==> config.mk <==
export PLATFORM = sky130hd
export DESIGN_NAME = pfbc_top
export DESIGN_NICKNAME = d
export VERILOG_FILES = /design/src/rtl/pfbc_pkg.sv /design/src/rtl/pfbc_top.sv /design/src/rtl/pfbc_blank_counter.sv
export SDC_FILE = /design/constraint.sdc
export NUM_CORES = 1
export LEC_CHECK = 0
export ABC_AREA = 1
export BUFFER_PORTS_ARGS = -buffer_cell sky130_fd_sc_hd__buf_2
export CORE_MARGIN = 2
export CORE_UTILIZATION = 40
export CTS_CLUSTER_DIAMETER = 120
export CTS_CLUSTER_SIZE = 30
export DETAILED_ROUTE_END_ITERATION = 7
export PLACE_DENSITY_LB_ADDON = 0.1
export SLEW_MARGIN = 20
export SYNTH_ARGS = -nofsm -noshare
export SYNTH_HDL_FRONTEND = slang
export SYNTH_SLANG_ARGS = --single-unit
==> constraint.sdc <==
create_clock -name aclk -period 1.8 [get_ports aclk]
set_input_delay 0.36 -clock aclk [delete_from_list [all_inputs] [get_ports aclk]]
set_output_delay 0.36 -clock aclk [all_outputs]
set_load 0.03 [all_outputs]
==> src/rtl/pfbc_pkg.sv <==
// Constants, register map and types of the PWM fault and blanking control
package pfbc_pkg;
	// Register byte offsets
	localparam logic [7:0] PFBC_OFS_FCL = 8'h00;
	localparam logic [7:0] PFBC_OFS_BLANK = 8'h04;
	localparam logic [7:0] PFBC_OFS_UNLOCK = 8'h08;
	localparam logic [7:0] PFBC_OFS_CTRL = 8'h0c;
	localparam logic [7:0] PFBC_OFS_STAT = 8'h10;
	localparam logic [7:0] PFBC_OFS_CLR = 8'h14;
	localparam logic [7:0] PFBC_OFS_IEN = 8'h18;
	// Reset values and writable masks
	localparam logic [15:0] PFBC_FCL_RST = 16'h00f8;
	localparam logic [15:0] PFBC_FCL_MASK = 16'h7fff;
	localparam logic [15:0] PFBC_BLANK_RST = 16'h0000;
	localparam logic [15:0] PFBC_BLANK_MASK = 16'hfc3f;
	// Fault control fields
	localparam int PFBC_SRC_MSB = 7;
	localparam int PFBC_SRC_LSB = 3;
	localparam int PFBC_POL_BIT = 2;
	localparam int PFBC_MOD_MSB = 1;
	localparam int PFBC_MOD_LSB = 0;
	// Blanking control fields
	localparam int PFBC_B_HRISE = 15;
	localparam int PFBC_B_HFALL = 14;
	localparam int PFBC_B_LRISE = 13;
	localparam int PFBC_B_LFALL = 12;
	localparam int PFBC_B_FLTLEB = 11;
	localparam int PFBC_B_CLLEB = 10;
	localparam int PFBC_B_SELHI = 5;
	localparam int PFBC_B_SELLO = 4;
	localparam int PFBC_B_HHI = 3;
	localparam int PFBC_B_HLO = 2;
	localparam int PFBC_B_LHI = 1;
	localparam int PFBC_B_LLO = 0;
	// Fault mode codes
	localparam logic [1:0] PFBC_MODE_LATCH = 2'h0;
	localparam logic [1:0] PFBC_MODE_CYCLE = 2'h1;
	localparam logic [1:0] PFBC_MODE_RSVD = 2'h2;
	localparam logic [1:0] PFBC_MODE_OFF = 2'h3;
	// Fault source codes
	localparam logic [4:0] PFBC_SRC_FLT_LAST = 5'h07;
	localparam logic [4:0] PFBC_SRC_CMP_FIRST = 5'h08;
	localparam logic [4:0] PFBC_SRC_CMP_LAST = 5'h0c;
	localparam logic [4:0] PFBC_SRC_FLT32 = 5'h1f;
	// Unlock keys and control bits
	localparam logic [15:0] PFBC_KEY1 = 16'h5a5a;
	localparam logic [15:0] PFBC_KEY2 = 16'ha5a5;
	localparam int PFBC_CTRL_LCLR = 0;
	// Interrupt status layout
	localparam int PFBC_IRQ_W = 3;
	localparam int PFBC_IRQ_FAULT = 0;
	localparam int PFBC_IRQ_BLANK = 1;
	localparam int PFBC_IRQ_LOCK = 2;
	localparam int PFBC_STAT_OVR = 8;
	localparam int PFBC_STAT_LEB = 9;
	// Bus responses
	localparam logic [1:0] PFBC_RESP_OKAY = 2'h0;
	localparam logic [1:0] PFBC_RESP_SLVERR = 2'h2;
	// Widths
	localparam int PFBC_LEB_W = 12;
	localparam int PFBC_ADDR_W = 8;

	typedef enum logic [1:0] {
		PFBC_OVR_IDLE = 2'b00,
		PFBC_OVR_CYCLE = 2'b01,
		PFBC_OVR_LATCH = 2'b10
	} pfbc_ovr_t;
endpackage

==> src/rtl/pfbc_top.sv <==
// PWM generator fault override and leading-edge blanking control
// Operation
// - Five-bit source code picks faults 1-8, comparators 1-5 or fault 32.
// - Polarity bit set makes the selected fault active-low, else active-high.
// - Mode 11 disables the fault input; reserved mode 10 also does nothing.
// - Mode 01: active fault forces both outputs to override values per cycle.
// - Mode 00: active fault forces both outputs to override values, latched.
// - With write protect set, fault control writes need the unlock sequence.
// - High-side rising edge starts blanking when its trigger bit is set.
// - High-side falling edge starts blanking when its trigger bit is set.
// - Low-side rising edge starts blanking when its trigger bit is set.
// - Blanking register: bits 15-10 and 5-0 read-write, zero reset, rest zero.
// - Low-side falling edge starts blanking when its trigger bit is set.
// - Blank enables apply edge blanking to fault and current-limit inputs.
// - Six state enables suppress fault and current-limit while conditions hold.
//
// Our own choices: the register addresses and the AXI4-Lite register port.
`timescale 1ns/100ps
module pfbc_top
	import pfbc_pkg::*;
#(
	parameter int LEB_W = PFBC_LEB_W
) (
	// Clock and reset
	input wire logic aclk,
	input wire logic aresetn,
	// AXI4-Lite write address
	input wire logic s_axi_awvalid,
	output logic s_axi_awready,
	input wire logic [PFBC_ADDR_W-1:0] s_axi_awaddr,
	input wire logic [2:0] s_axi_awprot,
	// AXI4-Lite write data
	input wire logic s_axi_wvalid,
	output logic s_axi_wready,
	input wire logic [31:0] s_axi_wdata,
	input wire logic [3:0] s_axi_wstrb,
	// AXI4-Lite write response
	output logic s_axi_bvalid,
	input wire logic s_axi_bready,
	output logic [1:0] s_axi_bresp,
	// AXI4-Lite read address
	input wire logic s_axi_arvalid,
	output logic s_axi_arready,
	input wire logic [PFBC_ADDR_W-1:0] s_axi_araddr,
	input wire logic [2:0] s_axi_arprot,
	// AXI4-Lite read data
	output logic s_axi_rvalid,
	input wire logic s_axi_rready,
	output logic [31:0] s_axi_rdata,
	output logic [1:0] s_axi_rresp,
	// Fault sources
	input wire logic [7:0] fault_in,
	input wire logic [4:0] cmp_in,
	input wire logic fault32_in,
	input wire logic climit_in,
	// Generator side
	input wire logic high_side_in,
	input wire logic low_side_in,
	input wire logic period_start,
	input wire logic [1:0] fault_override_values,
	input wire logic [LEB_W-1:0] blank_delay,
	input wire logic blank_signal,
	input wire logic write_protect_config,
	// Pin side
	output logic high_side_output,
	output logic low_side_output,
	output logic fault_active,
	output logic climit_out,
	output logic irq
);
	// Bus state
	logic aw_got_ff, nxt_aw_got, w_got_ff, nxt_w_got;
	logic [PFBC_ADDR_W-1:0] aw_addr_ff, nxt_aw_addr;
	logic [31:0] w_data_ff, nxt_w_data;
	logic [3:0] w_strb_ff, nxt_w_strb;
	logic awready_ff, nxt_awready, wready_ff, nxt_wready;
	logic bvalid_ff, nxt_bvalid, arready_ff, nxt_arready;
	logic rvalid_ff, nxt_rvalid;
	logic [1:0] bresp_ff, nxt_bresp, rresp_ff, nxt_rresp;
	logic [31:0] rdata_ff, nxt_rdata;
	// Register state
	logic [15:0] fcl_ff, nxt_fcl, blank_ff, nxt_blank;
	logic [PFBC_IRQ_W-1:0] stat_ff, nxt_stat, ien_ff, nxt_ien;
	logic key_seen_ff, nxt_key_seen, unlocked_ff, nxt_unlocked, latch_clr;
	// Fault path state
	pfbc_ovr_t ovr_ff, nxt_ovr;
	logic h_prev_ff, l_prev_ff, h_out_ff, nxt_h_out, l_out_ff, nxt_l_out;
	logic fact_ff, nxt_fact, cl_out_ff, nxt_cl_out, irq_ff, nxt_irq;
	// Combinational helpers
	logic aw_take, w_take, ar_take, wr_fire, lock_refused;
	logic leb_trigger, leb_busy, state_blank, fault_hit;
	logic [PFBC_IRQ_W-1:0] irq_events;

	// Byte-lane merge of a 16-bit register, masked to writable bits
	function automatic logic [15:0] merge16(input logic [15:0] old,
			input logic [31:0] data, input logic [3:0] strb,
			input logic [15:0] mask);
		logic [15:0] res;
		res = old;
		if (strb[0]) begin
			res[7:0] = data[7:0];
		end
		if (strb[1]) begin
			res[15:8] = data[15:8];
		end
		return res & mask;
	endfunction

	// Selected fault source, reserved codes read low
	function automatic logic src_mux(input logic [4:0] code,
			input logic [7:0] flt, input logic [4:0] cmp,
			input logic f32);
		logic [4:0] idx;
		idx = code - PFBC_SRC_CMP_FIRST;
		if (code <= PFBC_SRC_FLT_LAST) begin
			return flt[code[2:0]];
		end else if (code <= PFBC_SRC_CMP_LAST) begin
			return cmp[idx[2:0]];
		end else if (code == PFBC_SRC_FLT32) begin
			return f32;
		end
		return 1'b0;
	endfunction

	// Read mux
	function automatic logic [31:0] read_mux(input logic [PFBC_ADDR_W-1:0] a,
			input logic [15:0] fcl, input logic [15:0] blk,
			input logic [PFBC_IRQ_W-1:0] st, input logic [PFBC_IRQ_W-1:0] en,
			input logic ovr, input logic leb);
		logic [31:0] r;
		r = 32'h0000_0000;
		case (a)
			PFBC_OFS_FCL: r[15:0] = fcl;
			PFBC_OFS_BLANK: r[15:0] = blk;
			PFBC_OFS_STAT: begin
				r[PFBC_IRQ_W-1:0] = st;
				r[PFBC_STAT_OVR] = ovr;
				r[PFBC_STAT_LEB] = leb;
			end
			PFBC_OFS_IEN: r[PFBC_IRQ_W-1:0] = en;
			default: r = 32'h0000_0000;
		endcase
		return r;
	endfunction

	function automatic logic mapped(input logic [PFBC_ADDR_W-1:0] a);
		return a[1:0] == 2'h0 && a <= PFBC_OFS_IEN;
	endfunction

	// AXI4-Lite handshakes and register writes
	always_comb begin
		aw_take = s_axi_awvalid & awready_ff;
		w_take = s_axi_wvalid & wready_ff;
		ar_take = s_axi_arvalid & arready_ff;
		wr_fire = aw_got_ff & w_got_ff & ~bvalid_ff;
		nxt_aw_got = wr_fire ? 1'b0 : (aw_got_ff | aw_take);
		nxt_w_got = wr_fire ? 1'b0 : (w_got_ff | w_take);
		nxt_aw_addr = aw_take ? s_axi_awaddr : aw_addr_ff;
		nxt_w_data = w_take ? s_axi_wdata : w_data_ff;
		nxt_w_strb = w_take ? s_axi_wstrb : w_strb_ff;
		nxt_bvalid = wr_fire | (bvalid_ff & ~s_axi_bready);
		nxt_awready = ~nxt_aw_got & ~nxt_bvalid;
		nxt_wready = ~nxt_w_got & ~nxt_bvalid;
		nxt_rvalid = ar_take | (rvalid_ff & ~s_axi_rready);
		nxt_arready = ~nxt_rvalid;
		nxt_rdata = rdata_ff;
		nxt_rresp = rresp_ff;
		if (ar_take) begin
			nxt_rdata = read_mux(s_axi_araddr, fcl_ff, blank_ff, stat_ff,
				ien_ff, ovr_ff != PFBC_OVR_IDLE, leb_busy);
			nxt_rresp = mapped(s_axi_araddr) ? PFBC_RESP_OKAY
				: PFBC_RESP_SLVERR;
		end
		nxt_bresp = bresp_ff;
		nxt_fcl = fcl_ff;
		nxt_blank = blank_ff;
		nxt_ien = ien_ff;
		nxt_key_seen = key_seen_ff;
		nxt_unlocked = unlocked_ff;
		lock_refused = 1'b0;
		latch_clr = 1'b0;
		if (wr_fire) begin
			nxt_bresp = mapped(aw_addr_ff) ? PFBC_RESP_OKAY
				: PFBC_RESP_SLVERR;
			case (aw_addr_ff)
				PFBC_OFS_FCL: begin
					if (write_protect_config && !unlocked_ff) begin
						lock_refused = 1'b1;
						nxt_bresp = PFBC_RESP_SLVERR;
					end else begin
						nxt_fcl = merge16(fcl_ff, w_data_ff, w_strb_ff,
							PFBC_FCL_MASK);
					end
					nxt_unlocked = 1'b0;
				end
				PFBC_OFS_BLANK: begin
					nxt_blank = merge16(blank_ff, w_data_ff, w_strb_ff,
						PFBC_BLANK_MASK);
				end
				PFBC_OFS_UNLOCK: begin
					// Two keys in a row arm one protected write
					nxt_key_seen = (w_data_ff[15:0] == PFBC_KEY1);
					if (key_seen_ff && w_data_ff[15:0] == PFBC_KEY2) begin
						nxt_unlocked = 1'b1;
					end
				end
				PFBC_OFS_CTRL: latch_clr = w_data_ff[PFBC_CTRL_LCLR];
				PFBC_OFS_IEN: nxt_ien = w_data_ff[PFBC_IRQ_W-1:0];
				default: nxt_key_seen = key_seen_ff;
			endcase
		end
	end

	always_ff @(posedge aclk) begin
		if (!aresetn) begin
			aw_got_ff <= 1'b0;
			w_got_ff <= 1'b0;
			aw_addr_ff <= '0;
			w_data_ff <= 32'h0000_0000;
			w_strb_ff <= 4'h0;
			awready_ff <= 1'b0;
			wready_ff <= 1'b0;
			bvalid_ff <= 1'b0;
			bresp_ff <= PFBC_RESP_OKAY;
			arready_ff <= 1'b0;
			rvalid_ff <= 1'b0;
			rdata_ff <= 32'h0000_0000;
			rresp_ff <= PFBC_RESP_OKAY;
			fcl_ff <= PFBC_FCL_RST;
			blank_ff <= PFBC_BLANK_RST;
			ien_ff <= '0;
			key_seen_ff <= 1'b0;
			unlocked_ff <= 1'b0;
		end else begin
			aw_got_ff <= nxt_aw_got;
			w_got_ff <= nxt_w_got;
			aw_addr_ff <= nxt_aw_addr;
			w_data_ff <= nxt_w_data;
			w_strb_ff <= nxt_w_strb;
			awready_ff <= nxt_awready;
			wready_ff <= nxt_wready;
			bvalid_ff <= nxt_bvalid;
			bresp_ff <= nxt_bresp;
			arready_ff <= nxt_arready;
			rvalid_ff <= nxt_rvalid;
			rdata_ff <= nxt_rdata;
			rresp_ff <= nxt_rresp;
			fcl_ff <= nxt_fcl;
			blank_ff <= nxt_blank;
			ien_ff <= nxt_ien;
			key_seen_ff <= nxt_key_seen;
			unlocked_ff <= nxt_unlocked;
		end
	end

	// Edge triggers of the blanking counter
	assign leb_trigger =
		(blank_ff[PFBC_B_HRISE] & high_side_in & ~h_prev_ff) |
		(blank_ff[PFBC_B_HFALL] & ~high_side_in & h_prev_ff) |
		(blank_ff[PFBC_B_LRISE] & low_side_in & ~l_prev_ff) |
		(blank_ff[PFBC_B_LFALL] & ~low_side_in & l_prev_ff);

	pfbc_blank_counter #(
		.CNT_W(LEB_W)
	) u_leb (
		.aclk(aclk),
		.aresetn(aresetn),
		.trigger(leb_trigger),
		.delay(blank_delay),
		.busy(leb_busy)
	);

	// Fault qualification, override state and pin drive
	always_comb begin
		state_blank =
			(blank_ff[PFBC_B_SELHI] & blank_signal) |
			(blank_ff[PFBC_B_SELLO] & ~blank_signal) |
			(blank_ff[PFBC_B_HHI] & high_side_in) |
			(blank_ff[PFBC_B_HLO] & ~high_side_in) |
			(blank_ff[PFBC_B_LHI] & low_side_in) |
			(blank_ff[PFBC_B_LLO] & ~low_side_in);
		fault_hit = (src_mux(fcl_ff[PFBC_SRC_MSB:PFBC_SRC_LSB], fault_in,
			cmp_in, fault32_in) ^ fcl_ff[PFBC_POL_BIT]) &
			~(leb_busy & blank_ff[PFBC_B_FLTLEB]) &
			~state_blank;
		nxt_cl_out = climit_in & ~state_blank &
			~(leb_busy & blank_ff[PFBC_B_CLLEB]);
		nxt_ovr = ovr_ff;
		case (ovr_ff)
			PFBC_OVR_IDLE: begin
				if (fault_hit &&
						fcl_ff[PFBC_MOD_MSB:PFBC_MOD_LSB] == PFBC_MODE_CYCLE) begin
					nxt_ovr = PFBC_OVR_CYCLE;
				end else if (fault_hit &&
						fcl_ff[PFBC_MOD_MSB:PFBC_MOD_LSB] == PFBC_MODE_LATCH) begin
					nxt_ovr = PFBC_OVR_LATCH;
				end
			end
			PFBC_OVR_CYCLE: begin
				if (fcl_ff[PFBC_MOD_MSB:PFBC_MOD_LSB] != PFBC_MODE_CYCLE) begin
					nxt_ovr = PFBC_OVR_IDLE;
				end else if (period_start && !fault_hit) begin
					nxt_ovr = PFBC_OVR_IDLE;
				end
			end
			PFBC_OVR_LATCH: begin
				if (fcl_ff[PFBC_MOD_MSB] == PFBC_MODE_OFF[1]) begin
					nxt_ovr = PFBC_OVR_IDLE;
				end else if (latch_clr && !fault_hit) begin
					nxt_ovr = PFBC_OVR_IDLE;
				end
			end
			default: nxt_ovr = PFBC_OVR_IDLE;
		endcase
		nxt_fact = (nxt_ovr != PFBC_OVR_IDLE);
		nxt_h_out = nxt_fact ? fault_override_values[1] : high_side_in;
		nxt_l_out = nxt_fact ? fault_override_values[0] : low_side_in;
		irq_events = '0;
		irq_events[PFBC_IRQ_FAULT] = nxt_fact & (ovr_ff == PFBC_OVR_IDLE);
		irq_events[PFBC_IRQ_BLANK] = leb_trigger;
		irq_events[PFBC_IRQ_LOCK] = lock_refused;
		// Set wins over a clear in the same cycle
		nxt_stat = stat_ff;
		if (wr_fire && aw_addr_ff == PFBC_OFS_CLR) begin
			nxt_stat = stat_ff & ~w_data_ff[PFBC_IRQ_W-1:0];
		end
		nxt_stat = nxt_stat | irq_events;
		nxt_irq = |(nxt_stat & nxt_ien);
	end

	always_ff @(posedge aclk) begin
		if (!aresetn) begin
			ovr_ff <= PFBC_OVR_IDLE;
			h_prev_ff <= 1'b0;
			l_prev_ff <= 1'b0;
			h_out_ff <= 1'b0;
			l_out_ff <= 1'b0;
			fact_ff <= 1'b0;
			cl_out_ff <= 1'b0;
			stat_ff <= '0;
			irq_ff <= 1'b0;
		end else begin
			ovr_ff <= nxt_ovr;
			h_prev_ff <= high_side_in;
			l_prev_ff <= low_side_in;
			h_out_ff <= nxt_h_out;
			l_out_ff <= nxt_l_out;
			fact_ff <= nxt_fact;
			cl_out_ff <= nxt_cl_out;
			stat_ff <= nxt_stat;
			irq_ff <= nxt_irq;
		end
	end

	assign s_axi_awready = awready_ff;
	assign s_axi_wready = wready_ff;
	assign s_axi_bvalid = bvalid_ff;
	assign s_axi_bresp = bresp_ff;
	assign s_axi_arready = arready_ff;
	assign s_axi_rvalid = rvalid_ff;
	assign s_axi_rdata = rdata_ff;
	assign s_axi_rresp = rresp_ff;
	assign high_side_output = h_out_ff;
	assign low_side_output = l_out_ff;
	assign fault_active = fact_ff;
	assign climit_out = cl_out_ff;
	assign irq = irq_ff;
endmodule

==> src/rtl/pfbc_blank_counter.sv <==
// Leading-edge blanking down-counter
`timescale 1ns/100ps
module pfbc_blank_counter #(
	parameter int CNT_W = 12
) (
	// Clock and reset
	input wire logic aclk,
	input wire logic aresetn,
	// Control
	input wire logic trigger,
	input wire logic [CNT_W-1:0] delay,
	// Status
	output logic busy
);
	logic [CNT_W-1:0] cnt_ff;
	logic [CNT_W-1:0] nxt_cnt;
	logic busy_ff;
	logic nxt_busy;

	// Restart on every trigger, mask for delay cycles
	always_comb begin
		nxt_cnt = cnt_ff;
		if (trigger) begin
			nxt_cnt = delay;
		end else if (cnt_ff != '0) begin
			nxt_cnt = cnt_ff - 1'b1;
		end
		nxt_busy = (nxt_cnt != '0);
	end

	always_ff @(posedge aclk) begin
		if (!aresetn) begin
			cnt_ff <= '0;
			busy_ff <= 1'b0;
		end else begin
			cnt_ff <= nxt_cnt;
			busy_ff <= nxt_busy;
		end
	end

	assign busy = busy_ff;
endmodule

Word-level counts from Yosys, hierarchy flattened
Index checks and enable logic that the tools add are counted.
{"block": "classes", "n_shift": 0, "n_lt_le_gt_ge": 6, "n_mux": 42, "bitwise_logic": 63, "mul": 0, "eq_ne": 16, "n_div": 0, "add_sub_neg": 2, "reduce_logical": 29}
{"op": "$eq 8x5->1 const B", "count": 4}
{"op": "$and 1x1->1", "count": 30}
{"op": "$mux 12", "count": 2}
{"op": "$reduce_bool 12->1", "count": 2}
{"op": "$mux 2", "count": 10}
{"op": "$mux 1", "count": 19}
{"op": "$eq 16x15->1 const B", "count": 1}
{"op": "$eq 16x16->1 const B", "count": 1}
{"op": "$eq 8x3->1 const B", "count": 2}
{"op": "$eq 8x4->1 const B", "count": 2}
{"op": "$le 8x5->1 const B", "count": 2}
{"op": "$logic_not 8->1", "count": 2}
{"op": "$not 1->1", "count": 16}
{"op": "$or 1x1->1", "count": 12}
{"op": "$pmux 3 s4", "count": 1}
{"op": "$pmux 6 s2", "count": 1}
{"op": "$sub 12x1->12 const B", "count": 1}
{"op": "$pmux 5 s2", "count": 1}
{"op": "$logic_and 1x1->1", "count": 9}
{"op": "$mux 3", "count": 3}
{"op": "$reduce_and 3->1", "count": 3}
{"op": "$logic_not 2->1", "count": 4}
{"op": "$lt 3x4->1 const B", "count": 2}
{"op": "$reduce_and 4->1", "count": 2}
{"op": "other kinds (20)", "count": 26}
{"block": "totals", "latch_bits": 0, "wordCells": 189, "romBits": 0, "ff_bits": 110, "in_bits": 99, "memories": 0, "ram_bits": 0}

Longest topological paths before layout
Gate-level depths: netlist of run 1.
{"block": "depth", "word_depth": 19, "mapped_depth": 16}

By module
From an unflattened synthesis of run 1, not the netlist that was laid out.
{"block": "hier_totals", "hier_cells": 739, "area_unflattened_um2": 5271.3}
{"mod": "pfbc_top", "instances": 1, "seq_area_each_um2": 1901.8, "area_per_inst_um2": 4290.4, "cells_each": 575}
{"mod": "pfbc_blank_counter", "instances": 1, "seq_area_each_um2": 260.2, "area_per_inst_um2": 980.9, "cells_each": 164}

Least setup slack after synthesis of run 1
OpenSTA, ideal clock, no wires.
{"block": "synth_path", "kind": "reg2reg", "start": "register u_leb.cnt_ff[0]", "end": "register u_leb.busy_ff (netlist: u_leb.busy)", "t_arrival_ns": 1.489, "path_slack_ns": 0.179, "n_path_buf": 0, "path_stages_with_launch": 12, "synth_period_minus_slack_ns": 1.621, "path_cell_list": "dfxtp_1 inv_1 ha_1 inv_1 nor3_1 nand4_1 nand2_1 inv_2 a22oi_1 nand2_1 nor2_1 a21oi_1"}
{"block": "synth_via", "elab_chain_len": 4}
{"item": "start: declaration", "line_no": "pfbc_blank_counter.sv:15", "text": "logic [CNT_W-1:0] cnt_ff;"}
{"item": "start signal: assignment", "line_no": "pfbc_blank_counter.sv:36", "text": "cnt_ff <= nxt_cnt;"}
{"item": "$sub 12x1->12 or $reduce_bool 12->1 (tied branches)", "line_no": "pfbc_blank_counter.sv:26, pfbc_blank_counter.sv:25"}
{"item": "$mux 12 (*)", "line_no": "pfbc_blank_counter.sv:25", "text": "end else if (cnt_ff != '0) begin"}
{"item": "$mux 12 (*)", "line_no": "pfbc_blank_counter.sv:23", "text": "if (trigger) begin"}
{"item": "$reduce_bool 12->1 (*)", "line_no": "pfbc_blank_counter.sv:28", "text": "nxt_busy = (nxt_cnt != '0);"}
{"item": "end signal: assignment", "line_no": "pfbc_blank_counter.sv:37", "text": "busy_ff <= nxt_busy;"}
{"item": "end: declaration", "line_no": "pfbc_blank_counter.sv:17", "text": "logic busy_ff;"}
Mark *: on every way between the ends. The rest lies on a longest branch, timed or not.
A chain may end at the register's enable or synchronous reset.

Worst setup path in the final report of run 1
Ends and elaborated chain as after synthesis.

==> summary.md, run 1 <==
| Metric | Value |
|---|---|
| Largest family of logic cells by synthesized area | `simple AND/OR/NAND/NOR gates` |
| Worst Setup End Kind | `flop` |
| P_leak | `2.917 nW` |
| First-pass GRT wire length | `20,770 um` |
| Status | `finished clean` |
| Worst Setup Start Kind | `flop` |
| DR DRC count | `0` |
| Antenna Cells | `0` |
| # IOs | `145` |
| Placed inst area | `5821 um2` |
| Max Cap Viol | `0` |
| Die area | `13,540 um2` |
| Post-route setup TNS | `0 ns` |
| Vias per std cell | `4.882` |
| Drt first-iter violations | `245` |
| Switching share of power | `0.3325` |
| EDFF count, synth | `0` |
| Routing usage on met1 | `0.2688` |
| Register area share after synthesis | `0.4280` |
| Layout cell share with drive strength beyond 1 | `0.2549` |
| Die Ht | `116.4 um` |
| Global-route met2 utilization | `0.3167` |
| Avg WL per Cell | `13.37 um` |
| P_int | `0.004749 W` |
| Adder-Cell Fraction of Synth Area | `0.004954` |
| Chip width | `116.4 um` |
| Syn_area_per_cell | `7.320 um2` |
| Cell family with most CP delay | `simple AND/OR/NAND/NOR gates` |
| GRT Total Usage | `0.1966` |
| Setup-failing EPs final | `0` |
| Cell area power density | `1135 nW/um2` |
| Seq pwr share | `0.388` |
| Vias in the first global route | `4,315` |
| RePlAce Congestion | `0.8615` |
| Logic pwr share | `0.318` |
| Critical path data arrival time | `2.02 ns` |
| Worst Path Class, Setup | `flop to flop` |
| Core Area | `12,470 um2` |
| DP Wirelength | `9923 um` |
| #FFs+latches synth | `108` |
| Worst path bufs/invs | `3` |
| Fill cells | `1,268` |
| XOR/XNOR Fraction of Synth Area | `0.01561` |
| Switching pwr | `0.002365 W` |
| Main synth FF type | `dfxtp_1` |
| H-tree levels | `3` |
| Skew final | `0.008848 ns` |
| RSZ-0062 raised after global routing | `yes` |
| Final Hold Viols | `0` |
| Ys async rst share | `0` |
| Routed WL | `13,210 um` |
| Gr busiest metal | `met2` |
| Worst VDD drop | `419.8 uV` |
| Worst min path class | `input port to flop` |
| TritonCTS Buffers | `9` |
| Antenna viol nets, final | `0` |
| 1st-pass router iterations | `5` |
| Simple-gate area share of the yosys netlist | `0.2390` |
| Worst path required time | `2.03 ns` |
| Mux share of post-synthesis cell area | `0` |
| Share of the cycle needed by the critical path after routing | `0.9932` |
| Clock Path Buffers | `2` |
| Syn Inst Count | `690` |
| CP cell instances | `inv_2 > buf_4 > ha_1 > nand2_2 > nor2_1 > buf_4 > xor2_1 > a22oi_1 > nand2_1 > nor2_1 > a21oi_1` |
| Port Buffers | `102` |
| Critical Path Slowest Stage Cell | `dfxtp_1` |
| DR vias | `4,823` |
| Clk pwr share | `0.295` |
| Skew-Pair Late Insertion Delay | `0.35 ns` |
| Initial core utilization | `0.4052` |
| CTS Hold Bufs | `0` |
| Root buffer cell | `clkbuf_16` |
| GR met3 Demand/Resource | `0.02750` |
| Area Growth Syn to Fin | `24.08%` |
| Initial antenna violation count | `0` |
| # rows | `41` |
| Ys Warns | `0` |
| Max Clock Freq | `0.5593 GHz` |
| CTS tree | `yes` |
| Pin count of the biggest net entering global routing | `73` |
| Sink Count | `108` |
| Slew Viols, Final | `0` |
| Post-Syn Area | `5051 um2` |
| Count of cell types in the netlist | `46` |
| Compound-gate portion of the synthesized area | `0.1883` |
| Layout Nets | `912` |
| Grt total ovfl | `0` |
| CP peak stage delay | `0.35 ns` |
| Final min period | `1.788 ns` |
| Clock transition at the registers of the reported paths | `0.07 ns` |
| CP max FO | `4` |
| Post-route cell area | `6267 um2` |
[synth_stat cells, types with 5 or more instances]
master      n  area [um2]
a21oi_1    61       305.3
buf_4      18       135.1
clkbuf_1   15       56.30
dfxtp_1   108        2162
inv_1      88       330.3
inv_2       6       22.52
nand2_1   113       424.2
nand3_1    36       180.2
nand4_1    10       62.56
nor2_1     66       247.7
nor3_1      9       45.04
nor4_1      6       37.54
o211ai_1    6       45.04
o21ai_0    73       365.4
o21ai_1     5       25.02
xor2_1      7       61.31
[state kept, by name, indices dropped and copies added (netlist names), 2 cells and up]
signal / flops
s_axi_rdata: 16
u_leb.cnt_ff: 12
aw_addr_ff: 8
fcl_ff: 15
w_strb_ff: 2
stat_ff: 3
w_data_ff: 16
ien_ff: 3
blank_ff: 12
ovr_ff: 2
[through the flow]
step	worst slack [ns]	power, W	std cells	util	hold WS, ns
after floorplan	0.1792	0.004290	707	-	0.4221
after global placement	-0.02233	0.004850	966	0.4669	0.4380
after detailed placement	-0.05238	0.004890	966	0.4669	0.4453
after CTS	0.01266	0.007010	982	0.4931	0.2488
after global routing	-0.08902	0.007601	988	0.5028	0.2728
final	0.01218	0.007114	988	0.5028	0.2653
[layout by cell type, fill, tap and decap left out, types with 3 or more instances in the layout]
| master | count |
|---|---|
| nor3_1 | 6 |
| o21ai_0 | 73 |
| buf_4 | 30 |
| a21oi_1 | 61 |
| nand3_2 | 5 |
| a31o_2 | 3 |
| o21ai_1 | 5 |
| nand3_1 | 34 |
| dfxtp_1 | 103 |
| conb_1 | 18 |
| clkbuf_8 | 3 |
| nand4_1 | 10 |
| dfxtp_2 | 4 |
| nor4_1 | 6 |
| o2111ai_1 | 3 |
| inv_2 | 11 |
| buf_12 | 3 |
| buf_2 | 102 |
| nor3_2 | 7 |
| nor2_1 | 64 |
| inv_1 | 83 |
| o211ai_1 | 6 |
| clkbuf_16 | 9 |
| nor2_2 | 5 |
| xor2_1 | 7 |
| o221ai_1 | 3 |
| nand2_2 | 7 |
| nand2_1 | 109 |
| a211oi_1 | 3 |
[path summary, 6_finish.rpt]
kind / from / endpoint / slack [ns] / depth (start not counted)
worst max-delay path: u_leb.cnt_ff[0] / u_leb.busy / 0.01 / 11
worst min-delay path: blank_delay[1] / u_leb.cnt_ff[1] / 0.27 / 3
worst max register to register: u_leb.cnt_ff[0] / u_leb.busy / 0.01 / 11
worst min register to register: w_got_ff / s_axi_wready / 0.43 / 1
[worst min-delay path: stages]
cell and delay (ns):
buf_2 0.08, o21ai_2 0.06, nor2_1 0.08
[power groups by stage]
stage,Combinational [W],Sequential (W),Clock (W)
3_3_place_gp,0.00206,0.00279,0
6_report,0.00226,0.00276,0.00210
4_1_cts,0.00211,0.00275,0.00215
3_5_place_dp,0.00209,0.00280,0
2_1_floorplan,0.00145,0.00284,0
5_1_grt,0.00257,0.00278,0.00225
[cells by family (layout without fill, tap and decap cells)]
family,count (synthesis),in the layout
xor+xnor,9,9
other cells,1,18
simple gates,261,261
fa+ha+maj,2,2
compound gates,171,171
buf+inv,138,247
flops,108,108
[area by class of cell]
| type | count | area [um2] | share of cell area |
|---|---|---|---|
| Inverter | 96 | 362.8 | 0.05790 |
| Multi-Input combinational cell | 461 | 2401 | 0.3831 |
| Timing Repair Buffer | 135 | 795.8 | 0.1270 |
| Clock buffer | 12 | 266.5 | 0.04252 |
| Sequential cell | 108 | 2171 | 0.3464 |
| Tap cell | 172 | 215.2 | 0.03434 |
| Clock inverter | 4 | 55.05 | 0.008784 |
[metal layers]
layer,vias to the layer above,share of wire
met2,119,0.46
met4,0,0.018
met5,-,0
li1,2476,-
met3,20,0.047
met1,2208,0.48
[timing repair]
action | in CTS | in global routing
endpoints found under the setup margin | 1 | 18
resized for setup | 2 | 25
setup buffers | 0 | 6
endpoints found under the hold margin | 0 | 0
pin swaps | 1 | 11
No activity file was read; power rests on OpenSTA's default activity.
==> inputs of run 2 (changes only) <==
Settings changed: ABC_AREA 1 to not set.
==> run 2 against run 1 <==
The flow now finishes with violations (setup timing). Synthesized area rose by 3.7%. Cell count fell by 4.5%. Maximum frequency fell by 19%. Clock skew fell by 0.0027 ns. Design area rose by 15%. Worst setup slack got worse by 0.43 ns. Non-clock buffer count rose by 57. Register-to-register slack got worse by 0.43 ns. Power rose by 7.3%. Global-route usage rose by 1.2 points.
==> summary.md, run 2 <==
| Metric | Value |
|---|---|
| R2R depth | `8 (was 11)` |
| Vias per std cell | `5.094 (was 4.882)` |
| Max Cap Viol | `0 (unchanged)` |
| Finished Layout Cells | `944 (was 988)` |
| Initial antenna violation count | `0 (unchanged)` |
| Layout cell share with drive strength beyond 1 | `0.3860 (was 0.2549)` |
| Max Clock Freq | `0.4507 GHz (was 0.5593 GHz)` |
| Share of the cycle needed by the critical path after routing | `1.233 (was 0.9932)` |
| RSZ-0062 raised after global routing | `yes (unchanged)` |
| Skew-Pair Late Insertion Delay | `0.35 ns (about the same)` |
| Slew @ Worst Pin | `0.6374 ns` |
| R2r startpoint | `u_leb.cnt_ff[1] (was u_leb.cnt_ff[0])` |
| Setup-failing EPs final | `41 (was 0)` |
| Grt total ovfl | `0 (unchanged)` |
| TritonCTS Buffers | `9 (unchanged)` |
| Hold endpoint | `aw_addr_ff[6] (was u_leb.cnt_ff[1])` |
| Most common cell in the netlist | `dfxtp_1 (was nand2_1)` |
| Register area share after synthesis | `0.4128 (was 0.4280)` |
| Critical Path Slowest Stage Cell | `o41a_1 (was dfxtp_1)` |
| Fill cells | `1,218 (was 1,268)` |
| 1st-pass router iterations | `4 (was 5)` |
| Critical path data arrival time | `2.46 ns (was 2.02 ns)` |
| Die Ht | `118.4 um (was 116.4 um)` |
| Root buffer cell | `clkbuf_16 (unchanged)` |
| Worst Path Class, Setup | `flop to flop (unchanged)` |
| Core Area | `12,720 um2 (was 12,470 um2)` |
| Post-Syn Area | `5238 um2 (was 5051 um2)` |
| FF-to-FF End | `u_leb.busy (unchanged)` |
| Area Growth Syn to Fin | `37.20% (was 24.08%)` |
| CP max FO | `4 (unchanged)` |
| # rows | `41 (unchanged)` |
| Avg WL per Cell | `15.38 um (was 13.37 um)` |
| Worst Setup Start Kind | `flop (unchanged)` |
| Pin count of the biggest net entering global routing | `31 (was 73)` |
| DR vias | `4,809 (was 4,823)` |
| Final worst slack | `-0.4190 ns (was 0.01218 ns)` |
| EDFF count, synth | `0 (unchanged)` |
| Clock transition at the registers of the reported paths | `0.07 ns (about the same)` |
| Drt first-iter violations | `204 (was 245)` |
| CP peak stage delay | `0.42 ns (was 0.35 ns)` |
| Count of cell types in the netlist | `69 (was 46)` |
| GRT Total Usage | `0.2090 (was 0.1966)` |
| Initial core utilization | `0.4117 (was 0.4052)` |
| R2R Setup Slk | `-0.42 ns (was 0.01 ns)` |
| Worst Setup End Kind | `flop (unchanged)` |
| Worst min path class | `input port to flop (unchanged)` |
| Worst path bufs/invs | `2 (was 3)` |
| # IOs | `145 (unchanged)` |
| Antenna Cells | `0 (unchanged)` |
| P_leak | `3.094 nW (was 2.917 nW)` |
| Chip width | `118.4 um (was 116.4 um)` |
| Hold Path Cell Cnt | `3 (unchanged)` |
| Slew HR | `0.5750` |
| Final min period | `2.219 ns (was 1.788 ns)` |
| Worst path required time | `2.04 ns (was 2.03 ns)` |
| Post-route cell area | `7186 um2 (was 6267 um2)` |
| DR DRC count | `0 (unchanged)` |
| CTS tree | `yes (unchanged)` |
| H-tree levels | `3 (unchanged)` |
| Skew final | `0.006134 ns (was 0.008848 ns)` |
| Ys Warns | `0 (unchanged)` |
| Syn_area_per_cell | `8.803 um2 (was 7.320 um2)` |
| Placed inst area | `6465 um2 (was 5821 um2)` |
| Sink Count | `108 (unchanged)` |
| Top cells by count, synth | `dfxtp_1 (108), nand2_1 (99), a21boi_0 (46) (was nand2_1 (113), dfxtp_1 (108), inv_1 (88))` |
| Syn Inst Count | `595 (was 690)` |
| Minimum hold slack | `0.2421 ns (was 0.2653 ns)` |
| Cell area power density | `1062 nW/um2 (was 1135 nW/um2)` |
| Main synth FF type | `dfxtp_1 (unchanged)` |
| RePlAce Congestion | `0.8759 (was 0.8615)` |
| Ys async rst share | `0 (unchanged)` |
| Commonest non-fill, non-tap cell in the layout | `buf_2 (was nand2_1)` |
| Final Hold Viols | `0 (unchanged)` |
| Vias in the first global route | `4,680 (was 4,315)` |
| First-pass GRT wire length | `23,720 um (was 20,770 um)` |
| Slew Viols, Final | `0 (unchanged)` |
| Antenna viol nets, final | `0 (unchanged)` |
| Commonest cells after routing, fill and taps aside | `buf_2 (102), dfxtp_1 (100), nand2_1 (88), buf_4 (79), mux2i_1 (37) (was nand2_1 (109), dfxtp_1 (103), buf_2 (102), inv_1 (83), o21ai_0 (73))` |
| Storage cell area | `2175 um2 (was 2171 um2)` |
| Status | `finished, violations left (was finished clean)` |
| Placed cell count | `922 (was 966)` |
| Clock Path Buffers | `2 (unchanged)` |
| Die area | `14,030 um2 (was 13,540 um2)` |
| Layout Nets | `868 (was 912)` |
| Worst VDD drop | `575.2 uV (was 419.8 uV)` |
| CTS Hold Bufs | `0 (unchanged)` |
| Worst Hold Launch | `s_axi_awaddr[6] (was blank_delay[1])` |
| Cell family with most CP delay | `simple AND/OR/NAND/NOR gates (unchanged)` |
| Synth top area share | `0.4128 (was 0.4280)` |
| Failing checks | `setup timing` |
| CP cell instances | `inv_4 > ha_4 > or2b_4 > nor4_4 > buf_4 > o31a_2 > nand4_1 > o41a_1 (was inv_2 > buf_4 > ha_1 > nand2_2 > nor2_1 > buf_4 > xor2_1 > a22oi_1 > nand2_1 > nor2_1 > a21oi_1)` |
| DP Wirelength | `10,880 um (was 9923 um)` |
| Routed WL | `14,520 um (was 13,210 um)` |
| #FFs+latches synth | `108 (unchanged)` |
| Area of the multi-input gates | `3236 um2 (was 2401 um2)` |
| Top cells by area, synth | `dfxtp_1 (41%), mux2i_1 (7.5%), nand2_1 (7.1%) (was dfxtp_1 (43%), nand2_1 (8.4%), o21ai_0 (7.2%))` |
| Leading area contributor after synthesis | `dfxtp_1 (unchanged)` |
| Port Buffers | `102 (unchanged)` |
run 2: cell types whose count changed in the layout (fill, tap and decap cells not counted), sizes merged, moves of 8 or more:
cell	previous run	this run
a21oi	62	5
nand2b	0	8
a221oi	0	8
o21ai	79	17
nand2	116	99
nor2b	0	32
inv	96	12
nor2	71	25
mux2i	0	39
a21boi	0	46
nor3b	0	11
buf	135	192
nand3	39	23
run 2: worst max path at each step:
stage	from	endpoint	cells past startpoint
after global routing	u_leb.cnt_ff[0]	u_leb.busy	8
final	u_leb.cnt_ff[1]	u_leb.busy	8
after detailed placement	u_leb.cnt_ff[0]	u_leb.busy	8
after floorplan	u_leb.cnt_ff[8]	u_leb.busy	7
after CTS	u_leb.cnt_ff[1]	u_leb.busy	7
after global placement	u_leb.cnt_ff[1]	u_leb.busy	8
run 2: metal layers:
layer  wire length, um  up-vias  GRT usage
met5                 0        -          0
met4               163        0    0.05208
met3               719       11    0.04633
met2              6539      121     0.3273
met1              7093     2255     0.2919
li1                  -     2422          -
run 2: where the power goes:
group | total (W) | leakage, nW | internal, W | switching, W
registers | 0.00277 | 0.882 | 0.00259 | 0.000174
logic | 0.00298 | 2.07 | 0.00155 | 0.00144
clock network | 0.00188 | 0.139 | 0.000957 | 0.000926
run 2: final cells by class:
cell class,count,share of cell area
clock buffers,10,0.03186
clock inverters,6,0.006617
inverters,9,0.005398
multi-input cells,447,0.4503
flip-flops and latches,108,0.3026
well taps,172,0.02995
repair buffers,192,0.1733
run 2: logic make-up (layout without fill, tap and decap cells):
group,count (synthesis),count (layout),synth area share
AO/OA/AOI/OAI,116,116,0.1627
buffers and inverters,57,217,0.05590
XOR/XNOR,3,3,0.005018
multiplexers,41,41,0.08098
flip-flops,108,108,0.4128
other,1,18,0.0007160
AND/OR/NAND/NOR,267,267,0.2771
adder cells (fa/ha/maj),2,2,0.004777
run 2: what timing repair did:
action,in CTS,in global routing
resized for setup,64,43
endpoints found under the setup margin,48,54
pin swaps,27,26
buffers inserted,8,3
run 2: worst reg2reg max path, stage by stage (launching register included):
cell and delay (ns):
dfxtp_2 0.34, inv_4 0.08, ha_4 0.13, or2b_4 0.28
nor4_4 0.39, buf_4 0.18, o31a_2 0.15, nand4_1 0.14
o41a_1 0.42
run 2: metrics by stage:
step	setup TNS [ns]	util	power, W	worst slack (ns)
floorplan	-1.945	-	0.004306	-0.3177
global placement	-7.949	0.5082	0.005272	-0.3933
detailed placement	-8.512	0.5082	0.005268	-0.4462
CTS	-6.521	0.5495	0.007482	-0.3615
global route	-10.39	0.5648	0.008072	-0.5030
finish	-6.492	0.5648	0.007635	-0.4190
==> inputs of run 3 (changes only) <==
Settings changed: REMOVE_ABC_BUFFERS set to 1.
==> run 3 against run 2 <==
The flow still finishes with violations (setup timing). Non-clock buffer count up 10. Sequential power about the same. Flip-flop and latch count is the same. Global-route usage fell by 0.060 points. Maximum frequency is 1.2% higher. Critical path type unchanged.
==> summary.md, run 3 (synthesis gave the netlist of run 2 again) <==
| Metric | Value |
|---|---|
| Slew Viols, Final | `0 (unchanged)` |
| Antenna viol nets, final | `0 (unchanged)` |
| Final worst slack | `-0.3930 ns (was -0.4190 ns)` |
| Seq pwr share | `0.335 (was 0.362)` |
| RePlAce Congestion | `0.8407 (was 0.8759)` |
| Area Growth Syn to Fin | `38.65% (was 37.20%)` |
| 1st-pass router iterations | `4 (unchanged)` |
| DR DRC count | `0 (unchanged)` |
| Logic pwr share | `0.419 (was 0.391)` |
| Cell area power density | `1136 nW/um2 (was 1062 nW/um2)` |
| Routed WL | `14,510 um (was 14,520 um)` |
| Pre-CTS setup slack | `-0.5991 ns (was -0.4462 ns)` |
| Worst Setup End Kind | `flop (unchanged)` |
| Worst Path Class, Setup | `flop to flop (unchanged)` |
| Max Cap Viol | `0 (unchanged)` |
| Critical Path Slowest Stage Cell | `dfxtp_2 (was o41a_1)` |
| Grt total ovfl | `0 (unchanged)` |
| Pin count of the biggest net entering global routing | `75 (was 31)` |
| Chip width | `118.4 um (unchanged)` |
| Worst min path class | `input port to flop (unchanged)` |
| Skew-Pair Late Insertion Delay | `0.35 ns (about the same)` |
| Failing checks | `setup timing (unchanged)` |
| Port Buffers | `102 (unchanged)` |
| Commonest cells after routing, fill and taps aside | `buf_2 (102), dfxtp_1 (98), nand2_1 (89), buf_4 (87), mux2i_1 (37) (was buf_2 (102), dfxtp_1 (100), nand2_1 (88), buf_4 (79), mux2i_1 (37))` |
| Commonest non-fill, non-tap cell in the layout | `buf_2 (unchanged)` |
| Status | `finished, violations left (unchanged)` |
| Sink Count | `108 (unchanged)` |
| DP Wirelength | `10,790 um (was 10,880 um)` |
| Fill cells | `1,212 (was 1,218)` |
| Switching share of power | `0.3243 (was 0.3324)` |
| Die area | `14,030 um2 (unchanged)` |
| # rows | `41 (unchanged)` |
| Vias in the first global route | `4,785 (was 4,680)` |
| Final min period | `2.193 ns (was 2.219 ns)` |
| DR vias | `4,872 (was 4,809)` |
| Minimum hold slack | `0.2496 ns (was 0.2421 ns)` |
| GRT Total Usage | `0.2084 (was 0.2090)` |
| Critical path data arrival time | `2.43 ns (was 2.46 ns)` |
| Initial core utilization | `0.4117 (unchanged)` |
| CP peak stage delay | `0.34 ns (was 0.42 ns)` |
| Clock Path Buffers | `2 (unchanged)` |
| Worst path bufs/invs | `2 (unchanged)` |
| Skew final | `0.007143 ns (was 0.006134 ns)` |
| Clock transition at the registers of the reported paths | `0.07 ns (about the same)` |
| Layout cell share with drive strength beyond 1 | `0.3913 (was 0.3860)` |
| Final Hold Viols | `0 (unchanged)` |
| P_int | `0.005576 W (was 0.005097 W)` |
| Slew HR | `0.6266 (was 0.5750)` |
| TritonCTS Buffers | `9 (unchanged)` |
| Worst Setup Start Kind | `flop (unchanged)` |
| Slew @ Worst Pin | `0.5542 ns (was 0.6374 ns)` |
| Worst path required time | `2.03 ns (was 2.04 ns)` |
| CP max FO | `4 (unchanged)` |
| Share of the cycle needed by the critical path after routing | `1.218 (was 1.233)` |
| H-tree levels | `3 (unchanged)` |
| P_leak | `3.145 nW (was 3.094 nW)` |
| Clk pwr share | `0.246 (was 0.247)` |
| Die Ht | `118.4 um (unchanged)` |
| Worst VDD drop | `674.8 uV (was 575.2 uV)` |
| Root buffer cell | `clkbuf_16 (unchanged)` |
| Antenna Cells | `0 (unchanged)` |
| Layout Nets | `878 (was 868)` |
| Avg WL per Cell | `15.21 um (was 15.38 um)` |
| Core Area | `12,720 um2 (unchanged)` |
| CTS tree | `yes (unchanged)` |
| Cell family with most CP delay | `simple AND/OR/NAND/NOR gates (unchanged)` |
| # IOs | `145 (unchanged)` |
| Max Clock Freq | `0.4560 GHz (was 0.4507 GHz)` |
| Initial antenna violation count | `0 (unchanged)` |
| Vias per std cell | `5.107 (was 5.094)` |
| Setup-failing EPs final | `42 (was 41)` |
| Switching pwr | `0.002677 W (was 0.002537 W)` |
| Drt first-iter violations | `265 (was 204)` |
| RSZ-0062 raised after global routing | `yes (unchanged)` |
| First-pass GRT wire length | `23,590 um (was 23,720 um)` |
| CP cell instances | `inv_4 > ha_4 > or2b_4 > nor4_4 > buf_4 > o21ai_2 > mux2i_2 > nand4_1 > o41a_1 (was inv_4 > ha_4 > or2b_4 > nor4_4 > buf_4 > o31a_2 > nand4_1 > o41a_1)` |
| Post-route setup TNS | `-4.907 ns (was -6.492 ns)` |
==> run 3: cell count changes in the layout (fill, tap and decap cells not counted), moves of 3 or more <==
cell | previous run | this run
nand3_1 | 12 | 16
buf_4 | 79 | 87
nand3_2 | 11 | 6
o21ai_0 | 12 | 9
==> run 3: path summary, 6_finish.rpt <==
kind                             from              end  slack [ns]  cells past startpoint
max                   u_leb.cnt_ff[1]       u_leb.busy       -0.39                      9
min          fault_override_values[0]  low_side_output        0.25                      3
max reg2reg           u_leb.cnt_ff[1]       u_leb.busy       -0.39                      9
min reg2reg             aw_addr_ff[6]    aw_addr_ff[6]        0.47                      2
==> run 3: repair_timing <==
item | in CTS | in global routing
pin swaps | 28 | 22
setup buffers | 10 | 4
resized for setup | 78 | 48
hold buffers | 0 | 0
endpoints found under the setup margin | 52 | 53
==> run 3: area by class of cell <==
| cell class | instances | area, um2 | area share |
|---|---|---|---|
| clock inverters | 5 | 50.05 | 0.006892 |
| clock buffers | 11 | 252.7 | 0.03480 |
| inverters | 9 | 38.79 | 0.005341 |
| flip-flops and latches | 108 | 2177 | 0.2998 |
| multi-input cells | 447 | 3206 | 0.4414 |
| repair buffers | 202 | 1323 | 0.1821 |
| well taps | 172 | 215.2 | 0.02963 |
==> run 3: worst register-to-register path: stages (launching register included) <==
cell and delay [ns]:
dfxtp_2 0.34, inv_4 0.08, ha_4 0.13, or2b_4 0.28
nor4_4 0.28, buf_4 0.20, o21ai_2 0.07, mux2i_2 0.19
nand4_1 0.18, o41a_1 0.34
==> run 3: power by group through the flow <==
stage	Clock, W	Combinational, W	Sequential [W]
after floorplan	0	0.00132	0.00282
after global placement	0	0.00246	0.00278
after detailed placement	0	0.00246	0.00278
after CTS	0.00209	0.00303	0.00275
after global routing	0.00217	0.00372	0.00278
final	0.00203	0.00346	0.00276
==> run 3: per-stage QoR <==
step / util / instances / power, W / cell area (um2)
after CTS: 0.5529 / 951 / 0.007859 / 7034
after detailed placement: 0.5057 / 925 / 0.005234 / 6434
after global routing: 0.5708 / 954 / 0.008676 / 7262
after floorplan: - / 564 / 0.004135 / 5042
final: 0.5708 / 954 / 0.008253 / 7262
after global placement: 0.5057 / 925 / 0.005236 / 6434
==> run 3: routing by layer <==
metal,GRT usage,routed length [um]
met5,0,0
met4,0.08929,317
met3,0.04006,836
met2,0.3342,6566
met1,0.2736,6785
